$ cat config.mk
export PLATFORM = sky130hd
export DESIGN_NAME = rcl_reset_ctrl
export DESIGN_NICKNAME = d
export VERILOG_FILES = /design/src/rtl/rcl_pkg.sv /design/src/rtl/rcl_reset_ctrl.sv
export SDC_FILE = /design/constraint.sdc
export NUM_CORES = 1
export LEC_CHECK = 0
export ABC_AREA = 1
export BUFFER_PORTS_ARGS = -buffer_cell sky130_fd_sc_hd__buf_2
export CORE_MARGIN = 2
export CORE_UTILIZATION = 52
export CTS_BUF_LIST = sky130_fd_sc_hd__clkbuf_16
export DETAILED_ROUTE_END_ITERATION = 12
export GPL_ROUTABILITY_DRIVEN = 0
export PLACE_DENSITY = 0.81
export SETUP_SLACK_MARGIN = 0.2
export SYNTH_ARGS = -nofsm -noshare
export SYNTH_HDL_FRONTEND = slang
export SYNTH_SLANG_ARGS = --single-unit
$ cat constraint.sdc
create_clock -name CLOCK -period 1.7 [get_ports CLOCK]
set_input_delay 0.255 -clock CLOCK [delete_from_list [all_inputs] [get_ports CLOCK]]
set_output_delay 0.255 -clock CLOCK [all_outputs]
set_load 0.05 [all_outputs]
$ cat src/rtl/rcl_pkg.sv
/*
 * Constants, register map and carrier types of the reset-cause and
 * low-voltage control block.
 * Assumes a 40 MHz bus clock and a 32-bit APB with 8-bit addresses.
 */
package rcl_pkg;

    // Bus geometry
    localparam int APB_ADDR_W = 8;

    // Register byte addresses
    localparam logic [7:0] ADDR_CAUSE    = 8'h00;
    localparam logic [7:0] ADDR_DBG      = 8'h04;
    localparam logic [7:0] ADDR_PMC1     = 8'h08;
    localparam logic [7:0] ADDR_PMC2     = 8'h0C;
    localparam logic [7:0] ADDR_SOPT     = 8'h10;
    localparam logic [7:0] ADDR_IRQ_STAT = 8'h14;
    localparam logic [7:0] ADDR_IRQ_MASK = 8'h18;

    // system_reset_cause fields
    localparam int CAUSE_POR_BIT  = 7;
    localparam int CAUSE_PIN_BIT  = 6;
    localparam int CAUSE_WDOG_BIT = 5;
    localparam int CAUSE_BAD_OPCODE_FLAG_BIT = 4;
    localparam int CAUSE_BAD_ADDRESS_FLAG_BIT = 3;
    localparam int CAUSE_LV_BIT   = 1;
    localparam logic [7:0] CAUSE_POR_VALUE = 8'h82;

    // debug_force_reset_reg and power_mgmt_ctrl1 / ctrl2 fields
    localparam int DBG_FORCE_BIT  = 0;
    localparam int PMC1_WFLAG_BIT = 7;
    localparam int PMC1_WACK_BIT  = 6;
    localparam int PMC1_WIE_BIT   = 5;
    localparam int PMC1_RSTE_BIT  = 4;
    localparam int PMC1_STPE_BIT  = 3;
    localparam int PMC1_DETE_BIT  = 2;
    localparam int PMC2_THR_BIT   = 5;
    localparam logic [7:0] PMC1_RESET = 8'h14;
    localparam logic [7:0] PMC2_RESET = 8'h00;

    // System option fields
    localparam int SOPT_WDOG_BIT = 7;
    localparam int SOPT_STOP_BIT = 5;
    localparam int SOPT_DBGM_BIT = 0;
    localparam logic [7:0] SOPT_RESET = 8'h80;

    // Interrupt status / mask fields
    localparam int IRQ_WARN_BIT = 0;
    localparam int IRQ_SVC_BIT  = 1;
    localparam int IRQ_W        = 2;
    localparam logic [1:0] IRQ_MASK_RESET = 2'h0;

    // Watchdog service keys
    localparam logic [7:0] WDOG_KEY_ARM  = 8'h55;
    localparam logic [7:0] WDOG_KEY_DONE = 8'hAA;

    // Timing
    localparam int CLK_PERIOD_NS   = 25;
    localparam int RST_HOLD_NS     = 100;
    localparam int RST_HOLD_CYCLES =
        (RST_HOLD_NS + CLK_PERIOD_NS - 1) / CLK_PERIOD_NS;
    localparam int WDOG_TIMEOUT_DEFAULT = 262144;

    // Sequencer and service states, Gray along the usual path
    typedef enum logic [1:0] {
        RCL_HOLD = 2'b00,
        RCL_RUN  = 2'b01
    } rcl_state_type;

    typedef enum logic {
        RCL_SVC_IDLE  = 1'b0,
        RCL_SVC_ARMED = 1'b1
    } rcl_svc_type;

    // Reset-cause flags as carried between logic groups
    typedef struct packed {
        logic por;
        logic pin;
        logic wdog;
        logic bad_opcode;
        logic bad_address;
        logic lowvolt;
    } rcl_cause_type;

endpackage : rcl_pkg

$ cat src/rtl/rcl_reset_ctrl.sv
/*
 * Reset sequencer, reset-cause register, watchdog service detector,
 * low-voltage monitor control and stop-mode gating, behind an APB slave.
 * Assumes SRST is the power-on reset; comparator and pin inputs are
 * asynchronous; CPU event inputs are one-cycle pulses on CLOCK.
 */
`timescale 1ns/10ps

// Function
// - Low-voltage monitor runs only while detect enable is set or a supply-checked reset hold is on.
// - Entering stop switches the monitor off unless stop enable is set.
// - Detect and stop enable both set refuse the deepest stop mode.
// - After power-on, reset holds until supply above the low threshold.
// - Power-on sets both power-on and low-voltage cause flags.
// - Reset enable plus a detected low voltage raises a system reset.
// - Threshold select bit chooses the detection trip threshold.
// - After low-voltage reset, hold until supply above chosen threshold.
// - Low-voltage flag is set after low-voltage or power-on reset.
// - Warning with its interrupt enabled sets warn flag and requests irq.
// - Read-only cause flags show the source of the latest reset.
// - Debug-forced reset leaves every cause flag cleared.
// - Enabled watchdog resets on cause writes other than 55h or AAh.
// - Writing 55h then AAh clears the watchdog, flags untouched.
// - Other resets set active pin, watchdog, opcode, address flags only.
// - Cause layout bits 7,6,5,4,3,1; bits 2 and 0 read zero.
// - No watchdog timeout reset while watchdog enable is zero.
// - Bad opcode, disabled stop or disabled debug entry reset the chip.
module rcl_reset_ctrl #(
    parameter int WDOG_TIMEOUT = rcl_pkg::WDOG_TIMEOUT_DEFAULT
) (
    input  wire logic        CLOCK,
    input  wire logic        SRST,
    input  wire logic        PSEL,
    input  wire logic        PENABLE,
    input  wire logic        PWRITE,
    input  wire logic [7:0]  PADDR,
    input  wire logic [31:0] PWDATA,
    output logic      [31:0] PRDATA,
    output logic             PREADY,
    output logic             PSLVERR,
    input  wire logic        PIN_RESET_N,
    input  wire logic        LV_BELOW_LOW,
    input  wire logic        LV_BELOW_HIGH,
    input  wire logic        LV_WARN_LEVEL,
    input  wire logic        BAD_OPCODE,
    input  wire logic        BAD_ADDRESS,
    input  wire logic        STOP_REQ,
    input  wire logic        STOP_DEEP,
    input  wire logic        DEBUG_ENTER_REQ,
    input  wire logic        WAKE,
    output logic             SYS_RESET,
    output logic             LV_MONITOR_ON,
    output logic             STOP_ACTIVE,
    output logic             STOP2_ACTIVE,
    output logic             LOWVOLT_WARN_IRQ,
    output logic             IRQ
);
    localparam int WDOG_W = $clog2(WDOG_TIMEOUT);
    localparam int HOLD_W = $clog2(rcl_pkg::RST_HOLD_CYCLES + 1);
    localparam logic [WDOG_W-1:0] WDOG_LAST = WDOG_W'(WDOG_TIMEOUT - 1);
    localparam logic [HOLD_W-1:0] HOLD_LAST =
        HOLD_W'(rcl_pkg::RST_HOLD_CYCLES - 1);

    // Counter width must fit the timeout and stay practical
    if (WDOG_TIMEOUT < 4 || WDOG_TIMEOUT > (1 << 24)) begin : g_chk
        $error("WDOG_TIMEOUT out of range");
    end

    rcl_pkg::rcl_state_type state;
    rcl_pkg::rcl_svc_type   svc;
    rcl_pkg::rcl_cause_type cause;
    rcl_pkg::rcl_cause_type next_cause;
    logic [3:0]        sync1;
    logic [3:0]        sync2;
    logic [HOLD_W-1:0] hold_cnt;
    logic              hold_supply;
    logic              hold_high;
    logic [WDOG_W-1:0] wdog_cnt;
    logic              detect_en;
    logic              stop_en;
    logic              reset_en;
    logic              warn_ie;
    logic              thresh_sel;
    logic              warn_flag;
    logic              wdog_en;
    logic              stop_instr_en;
    logic              dbg_mode_en;
    logic              in_stop;
    logic              in_deep;
    logic [1:0]        irq_stat;
    logic [1:0]        irq_mask;

    // Two-flop synchronisers; only sync2 is read by logic
    always_ff @(posedge CLOCK) begin
        if (SRST) begin
            sync1 <= 4'h1;
            sync2 <= 4'h1;
        end else begin
            sync1 <= {LV_WARN_LEVEL, LV_BELOW_HIGH, LV_BELOW_LOW,
                      PIN_RESET_N};
            sync2 <= sync1;
        end
    end

    wire pin_active = ~sync2[0];
    wire below_low  = sync2[1];
    wire below_high = sync2[2];
    wire warn_level = sync2[3];
    wire run        = (state == rcl_pkg::RCL_RUN);

    // APB decode; zero wait states, error on unmapped address
    wire apb_setup = PSEL & ~PENABLE;
    wire apb_wr    = PSEL & PENABLE & PWRITE;
    wire hit_cause = (PADDR == rcl_pkg::ADDR_CAUSE);
    wire hit_dbg   = (PADDR == rcl_pkg::ADDR_DBG);
    wire hit_pmc1  = (PADDR == rcl_pkg::ADDR_PMC1);
    wire hit_pmc2  = (PADDR == rcl_pkg::ADDR_PMC2);
    wire hit_sopt  = (PADDR == rcl_pkg::ADDR_SOPT);
    wire hit_istat = (PADDR == rcl_pkg::ADDR_IRQ_STAT);
    wire hit_imask = (PADDR == rcl_pkg::ADDR_IRQ_MASK);
    wire mapped    = hit_cause | hit_dbg | hit_pmc1 | hit_pmc2 |
                     hit_sopt | hit_istat | hit_imask;
    wire [7:0] wd8 = PWDATA[7:0];
    // Writes are ignored while the system is held in reset
    wire wr_ok     = apb_wr & run;

    assign PREADY  = 1'b1;
    assign PSLVERR = PSEL & PENABLE & ~mapped;

    // Watchdog service detector
    wire wr_cause  = wr_ok & hit_cause;
    wire key_arm   = (wd8 == rcl_pkg::WDOG_KEY_ARM);
    wire key_done  = (wd8 == rcl_pkg::WDOG_KEY_DONE);
    wire svc_bad   = wr_cause & ~key_arm & ~key_done;
    wire svc_done  = wr_cause & key_done &
                     (svc == rcl_pkg::RCL_SVC_ARMED);

    // Monitor power: off in stop unless stop enable keeps it alive
    wire monitor_on = detect_en & ~(in_stop & ~stop_en);
    wire below_sel  = thresh_sel ? below_high : below_low;

    // Reset sources, only sampled while running
    wire lv_req    = run & reset_en & monitor_on & below_sel;
    wire wdog_tout = run & wdog_en & ~in_stop &
                     (wdog_cnt == WDOG_LAST);
    wire wdog_req  = run & wdog_en & (svc_bad | wdog_tout);
    wire bad_opcode_flag_req  = run & (BAD_OPCODE |
                     (STOP_REQ & ~stop_instr_en) |
                     (DEBUG_ENTER_REQ & ~dbg_mode_en));
    wire bad_address_flag_req  = run & BAD_ADDRESS;
    wire pin_req   = run & pin_active;
    wire dbg_req   = wr_ok & hit_dbg & wd8[rcl_pkg::DBG_FORCE_BIT];
    wire any_req   = lv_req | wdog_req | bad_opcode_flag_req | bad_address_flag_req |
                     pin_req | dbg_req;

    // Stop entry; deep stop refused while the monitor must stay up
    wire stop_go   = run & STOP_REQ & stop_instr_en & ~in_stop & ~any_req;
    wire deep_ok   = STOP_DEEP & ~(detect_en & stop_en);
    wire warn_set  = run & monitor_on & warn_ie & warn_level;

    // Cause captured at reset entry; a debug force adds no source
    always_comb begin
        next_cause = cause;
        if (lv_req) begin
            next_cause         = '0;
            next_cause.por     = cause.por;
            next_cause.lowvolt = 1'b1;
        end else if (any_req) begin
            next_cause             = '0;
            next_cause.pin         = pin_req;
            next_cause.wdog        = wdog_req;
            next_cause.bad_opcode  = bad_opcode_flag_req;
            next_cause.bad_address = bad_address_flag_req;
        end
    end

    // Supply needed to leave the hold, by threshold chosen at entry
    wire hold_low_v = hold_supply &
                      (hold_high ? below_high : below_low);
    wire hold_done  = (hold_cnt == HOLD_LAST) & ~pin_active & ~hold_low_v;

    // Reset sequencer
    always_ff @(posedge CLOCK) begin
        if (SRST) begin
            state       <= rcl_pkg::RCL_HOLD;
            hold_cnt    <= '0;
            hold_supply <= 1'b1;
            hold_high   <= 1'b0;
            cause       <= rcl_pkg::rcl_cause_type'({
                rcl_pkg::CAUSE_POR_VALUE[7:3],
                rcl_pkg::CAUSE_POR_VALUE[1]});
        end else if (run) begin
            if (any_req) begin
                state       <= rcl_pkg::RCL_HOLD;
                hold_cnt    <= '0;
                hold_supply <= lv_req;
                hold_high   <= thresh_sel;
                cause       <= next_cause;
            end
        end else begin
            if (hold_cnt != HOLD_LAST) begin
                hold_cnt <= hold_cnt + 1'b1;
            end
            if (hold_done) begin
                state <= rcl_pkg::RCL_RUN;
            end
        end
    end

    // Power control: kept across all but power-on reset
    always_ff @(posedge CLOCK) begin
        if (SRST) begin
            {warn_ie, reset_en, stop_en, detect_en} <=
                rcl_pkg::PMC1_RESET[5:2];
            thresh_sel <= rcl_pkg::PMC2_RESET[rcl_pkg::PMC2_THR_BIT];
        end else if (wr_ok & hit_pmc1) begin
            {warn_ie, reset_en, stop_en, detect_en} <= wd8[5:2];
        end else if (wr_ok & hit_pmc2) begin
            thresh_sel <= wd8[rcl_pkg::PMC2_THR_BIT];
        end
    end

    // Warn flag: set wins over the acknowledge write
    always_ff @(posedge CLOCK) begin
        if (SRST | ~run) begin
            warn_flag <= 1'b0;
        end else if (warn_set) begin
            warn_flag <= 1'b1;
        end else if (wr_ok & hit_pmc1 & wd8[rcl_pkg::PMC1_WACK_BIT]) begin
            warn_flag <= 1'b0;
        end
    end

    // System options, returned to defaults by every reset
    always_ff @(posedge CLOCK) begin
        if (SRST | ~run) begin
            wdog_en       <= rcl_pkg::SOPT_RESET[rcl_pkg::SOPT_WDOG_BIT];
            stop_instr_en <= rcl_pkg::SOPT_RESET[rcl_pkg::SOPT_STOP_BIT];
            dbg_mode_en   <= rcl_pkg::SOPT_RESET[rcl_pkg::SOPT_DBGM_BIT];
        end else if (wr_ok & hit_sopt) begin
            wdog_en       <= wd8[rcl_pkg::SOPT_WDOG_BIT];
            stop_instr_en <= wd8[rcl_pkg::SOPT_STOP_BIT];
            dbg_mode_en   <= wd8[rcl_pkg::SOPT_DBGM_BIT];
        end
    end

    // Watchdog counter and service sequence
    always_ff @(posedge CLOCK) begin
        if (SRST | ~run | svc_done | ~wdog_en) begin
            wdog_cnt <= '0;
        end else if (~in_stop) begin
            wdog_cnt <= wdog_cnt + 1'b1;
        end
    end

    always_ff @(posedge CLOCK) begin
        if (SRST | ~run) begin
            svc <= rcl_pkg::RCL_SVC_IDLE;
        end else if (wr_cause) begin
            svc <= key_arm ? rcl_pkg::RCL_SVC_ARMED
                           : rcl_pkg::RCL_SVC_IDLE;
        end
    end

    // Stop state; WAKE or any reset leaves it
    always_ff @(posedge CLOCK) begin
        if (SRST | ~run | WAKE) begin
            in_stop <= 1'b0;
            in_deep <= 1'b0;
        end else if (stop_go) begin
            in_stop <= 1'b1;
            in_deep <= deep_ok;
        end
    end

    // Interrupt status: set wins over write-one-to-clear
    wire [1:0] irq_set = {svc_done, warn_set};
    wire [1:0] irq_clr = (wr_ok & hit_istat) ? wd8[1:0] : 2'h0;

    always_ff @(posedge CLOCK) begin
        if (SRST | ~run) begin
            irq_stat <= 2'h0;
            irq_mask <= rcl_pkg::IRQ_MASK_RESET;
        end else begin
            irq_stat <= irq_set | (irq_stat & ~irq_clr);
            if (wr_ok & hit_imask) begin
                irq_mask <= wd8[1:0];
            end
        end
    end

    // Read mux; reserved bits read zero
    wire [7:0] cause_rd = {cause.por, cause.pin, cause.wdog,
                           cause.bad_opcode, cause.bad_address, 1'b0,
                           cause.lowvolt, 1'b0};
    wire [7:0] pmc1_rd  = {warn_flag, 1'b0, warn_ie, reset_en, stop_en,
                           detect_en, 2'b00};
    wire [7:0] pmc2_rd  = {2'b00, thresh_sel, 5'h00};
    wire [7:0] sopt_rd  = {wdog_en, 1'b0, stop_instr_en, 4'h0, dbg_mode_en};
    wire [7:0] rd8 = hit_cause ? cause_rd :
                     hit_pmc1  ? pmc1_rd  :
                     hit_pmc2  ? pmc2_rd  :
                     hit_sopt  ? sopt_rd  :
                     hit_istat ? {6'h00, irq_stat} :
                     hit_imask ? {6'h00, irq_mask} : 8'h00;

    // Read data registered in the setup phase, held through access
    always_ff @(posedge CLOCK) begin
        if (SRST) begin
            PRDATA <= 32'h0;
        end else if (apb_setup) begin
            PRDATA <= {24'h0, rd8};
        end
    end

    // Outputs
    assign SYS_RESET        = ~run;
    assign LV_MONITOR_ON    = monitor_on | (~run & hold_supply);
    assign STOP_ACTIVE      = in_stop;
    assign STOP2_ACTIVE     = in_stop & in_deep;
    assign LOWVOLT_WARN_IRQ = warn_flag & warn_ie;
    assign IRQ              = |(irq_stat & irq_mask);
endmodule : rcl_reset_ctrl

### After elaboration in Yosys (flattened, before gate mapping)

Cells that the tools add are included.

* bits in registers: 63
* output and inout port bits: 40
* word-level logic and storage cells: 159
* bits of input ports: 55

* $add $sub $neg: 2
* bitwise logic cells: 87
* muxes and demuxes: 19
* reductions and logical operators: 10
* equal/unequal tests: 13

Operators by type and width (count)
* $and A1 B1 Y1: 47
* $mux W8: 4
* $eq A8 B5 Y1 const B: 3
* $or A1 B1 Y1: 19
* $add A18 B1 Y18 const B: 1
* $eq A18 B18 Y1 const B: 1
* $not A1 Y1: 17
* $eq A8 B4 Y1 const B: 2
* $mux W2: 6
* $mux W3: 3
* $eq A8 B3 Y1 const B: 1
* $eq A8 B7 Y1 const B: 1
* $eq A8 B8 Y1 const B: 1
* $logic_not A8 Y1: 1
* $reduce_and A2 Y1: 4
* $reduce_bool A2 Y1: 3
* $mux W1: 5
* $mux W5: 1
* $and A2 B2 Y2: 2
* $add A3 B1 Y3 const B: 1
* $eq A3 B2 Y1 const B: 1
* $ne A3 B2 Y1 const B: 1
* $reduce_and A3 Y1: 1
* $eq A2 B1 Y1 const B: 1
* other kinds (4): 4

### Depth between registers and ports, before layout

* depth after elaboration: 15
* mapped depth: 11
* mapped depth without buffers: 11

### Least setup slack after synthesis

No wires, ideal clock.

* kind: input to output
* start: input port PADDR[7]
* end: output port PSLVERR
* required time: 1.445 ns
* buffers on the path: 0
* cell stages on the path: 6
* path slack: -0.748 ns
* arrival: 2.193 ns
* cell sequence: nor2_1 nand2_1 nor2_1 nor3_1 nand2_1 nor4_1

* word-level cells in the longest chain between the ends: 9
* elaborated cells between the ends (all ways): 15
* classes of those cells: eq/ne (6); bitwise (8); reduce/logical (1)

Ends and longest elaborated chain
* start: declaration: RTL line rcl_reset_ctrl.sv:36 `input wire logic [7:0] PADDR,`
* $eq A8 B3 Y1 / $logic_not A8 Y1 (equally long branches): RTL line rcl_reset_ctrl.sv:115, rcl_reset_ctrl.sv:114
* $or A1 B1 Y1 (4 in a row): RTL line rcl_reset_ctrl.sv:121 `wire mapped = hit_cause | hit_dbg | hit_pmc1 | hit_pmc2 |`
* $or A1 B1 Y1: RTL line rcl_reset_ctrl.sv:122 `hit_sopt | hit_istat | hit_imask;`
* $or A1 B1 Y1 (*): RTL line rcl_reset_ctrl.sv:122
* $not A1 Y1 (*): RTL line rcl_reset_ctrl.sv:128 `assign PSLVERR = PSEL & PENABLE & ~mapped;`
* $and A1 B1 Y1 (*): RTL line rcl_reset_ctrl.sv:128
* end: declaration: RTL line rcl_reset_ctrl.sv:40 `output logic PSLVERR,`

Mark *: on every way between the ends. The rest lies on a longest branch, timed or not.

### Worst setup path in the final report

* start: input port PADDR[2]
* end: output port PSLVERR

The elaborated chain is that of the path after synthesis.

==> flow_summary.ini <==
[worst_setup_path]
r2r.worst_path.cells = 6
crit_path_end_kind = output port
worst-path-max-fanout = 3
crit_path_start_kind = input pin
setup_cp_type = input pin to output port
worst-endpoint-required_ns = 1.44
worst_ep_arrival_time_ns = 1.31

[worst_hold_path]
whs_path_depth = 2
hp-class = input pin to flop

[clock_network]
clock_tree.buffer_depth = 2
clock-root-buffer = sky130_fd_sc_hd__clkbuf_16
clk_pin_slew_worst_paths_ns = 0.06
cts-buffers-inserted = 9
cts_h_tree_lvls = 3
clk_latency_ns = 0.33
numClockSinks = 61
tritoncts_clock_tree = done
postCtsHoldBufs = 0

[sta]
timing.clock.skew_ns = 0.00523
worst_hold_slack_ns = 0.0991
slew_viol_final = 0
post-route-period-util_pct = 92.2
post-route-min-period_ns = 1.57
setup-violations-final = 0
finalSetupTns_ns = 0
hold_violations = 0
fmaxAchievable_mhz = 638
grt_setup_unrepaired = true

[power]
largest_vdd_supply_drop_v = 0.000807
fin_total_pwr_mw = 4.20
cellLeakagePower_nw = 1.88
power_density_nw_per_um2 = 992

[floorplan]
die_area_um2 = 6700
chipWidth_um = 81.8
die_height_um = 81.8
core_region_area_um2 = 5890
placementRows = 28
top_level_ports = 95
effective_utilization_at_floorplan_pct = 53.5

[detailed_routing]
first_pass_iters = 5
routed_via_density = 5.39
remaining_antenna_violation_count = 0
wl_um = 8880
post-route-drc-count = 0
wire_per_inst_um = 14.7
initialDrtViolationCount = 169
detailroute.via_count = 3256

[final_layout]
area_growth_pct = 34.4
layout_common_cells = 77 x sky130_fd_sc_hd__nand2_1, 50 x sky130_fd_sc_hd__inv_1, 47 x sky130_fd_sc_hd__dfxtp_1
drive_gt1_share_pct = 33.1
layout.nets = 582
stdcell_count = 604
finish.utilization_pct = 71.9
n_antenna_cell = 0
most_common_library_cell_in_the_layout_ignoring_fill_and_taps = sky130_fd_sc_hd__nand2_1

[grt]
vias_in_the_first_global_route = 2936
grt_first_pass_wirelength_um = 13000
grt.total_usage_pct = 25.9
global_route.overflow_total = 0
largest_net_degree_at_the_start_of_global_routing = 20
number_of_antenna_violations_at_the_first_check_in_global_routing = 0

[placement]
post-dp-hpwl_um = 5500
numPlacedInstances = 567
place.port_buffers = 45

[synth]
synth.cell_area_um2 = 3150
synth_warnings = 0
synth_cell_types = 39
leading_register_cell_type_out_of_synthesis = sky130_fd_sc_hd__dfxtp_1
postSynth.asyncResetShare_pct = 0
avgSynthCellArea_um2 = 7.11
synth_seq_area_share_pct = 38.8
number_of_flip_flops_and_latches_in_the_synthesized_netlist = 61
synth_cells = 443
synth_edf_count = 0

[run_status]
status = finished, final reports clean

[job]
drv_cap = 0
## report_power, final
part,internal (mW),switching [mW]
Sequential,1.50,0.0552
Clock,1.29,0.702
Combinational,0.210,0.447
## kinds of logic after synthesis
family	Yosys count	share of synthesized area, %
AND/OR/NAND/NOR	213	31.7
buffers and inverters	88	13.7
AO/OA/AOI/OAI	71	13.0
flip-flops	61	38.8
XOR/XNOR	5	1.39
adder cells (fa/ha/maj)	3	1.19
other	2	0.238
## synthesized netlist by cell type, types with 4 or more instances
cell                      count  area share [%]
sky130_fd_sc_hd__o21ai_0     16             2.5
sky130_fd_sc_hd__nor2_2       6             1.2
sky130_fd_sc_hd__nor3_1       8             1.3
sky130_fd_sc_hd__a31oi_1      4            0.79
sky130_fd_sc_hd__nand2_1     89              11
sky130_fd_sc_hd__a21oi_1     34             5.4
sky130_fd_sc_hd__nand4_1      9             1.8
sky130_fd_sc_hd__nand3_1     29             4.6
sky130_fd_sc_hd__nor2_1      54             6.4
sky130_fd_sc_hd__or2_2        4            0.79
sky130_fd_sc_hd__inv_1       56             6.7
sky130_fd_sc_hd__buf_4       26             6.2
sky130_fd_sc_hd__dfxtp_1     61              39
## critical path, stage by stage
cell and delay, ns:
sky130_fd_sc_hd__buf_12 0.11, sky130_fd_sc_hd__inv_12 0.05, sky130_fd_sc_hd__nor2_4 0.02, sky130_fd_sc_hd__nand2_2 0.07
sky130_fd_sc_hd__nor2_2 0.05, sky130_fd_sc_hd__nor3_2 0.19, sky130_fd_sc_hd__nand2_1 0.12, sky130_fd_sc_hd__nor4_4 0.25
sky130_fd_sc_hd__buf_6 0.20
## layer usage
layer	vias to the layer above	track usage [%]	part of all wire, %
met5	-	0	0
met4	0	13.8	4.7
met3	48	8.90	7.0
met2	160	44.5	52
met1	1489	28.0	37
li1	1559	-	-
## state kept, by name (all words and copies together) (netlist names), 2 cells and up
signal,cells
wdog_cnt,18
PRDATA,8
cause,6
sync1,4
sync2,4
hold_cnt,3
irq_mask,2
irq_stat,2
## repair_timing
item / in CTS / in global routing
pin swaps: 9 / 28
endpoints found under the setup margin: 39 / 40
cloned: 1 / 0
resized for setup: 25 / 57
buffers inserted: 5 / 15
## per-stage QoR
| step | instance area (um^2) | setup WS, ns |
|---|---|---|
| final | 4230 | 0.133 |
| after CTS | 3950 | 0.131 |
| after detailed placement | 3500 | -0.0229 |
| after global routing | 4230 | 0.0803 |
| after floorplan | 3310 | 0.135 |
| after global placement | 3500 | 0.0223 |
## final timing paths
path / from / endpoint / slack [ns]
max: PADDR[2] / PSLVERR / 0.13
max reg2reg: state[0] / irq_mask[1] / 0.16
min reg2reg: sync1[2] / sync2[2] / 0.40
min: PIN_RESET_N / sync1[0] / 0.1
## area by class of cell
cell class / count / area [um^2]
clock buffers: 9 / 225
clock inverters: 7 / 97.6
fillers: 439 / 1650
inverters: 58 / 239
multi-input cells: 318 / 1830
flip-flops and latches: 61 / 1250
well taps: 75 / 93.8
repair buffers: 76 / 499
Note: power is estimated with default switching activity, not from simulation.
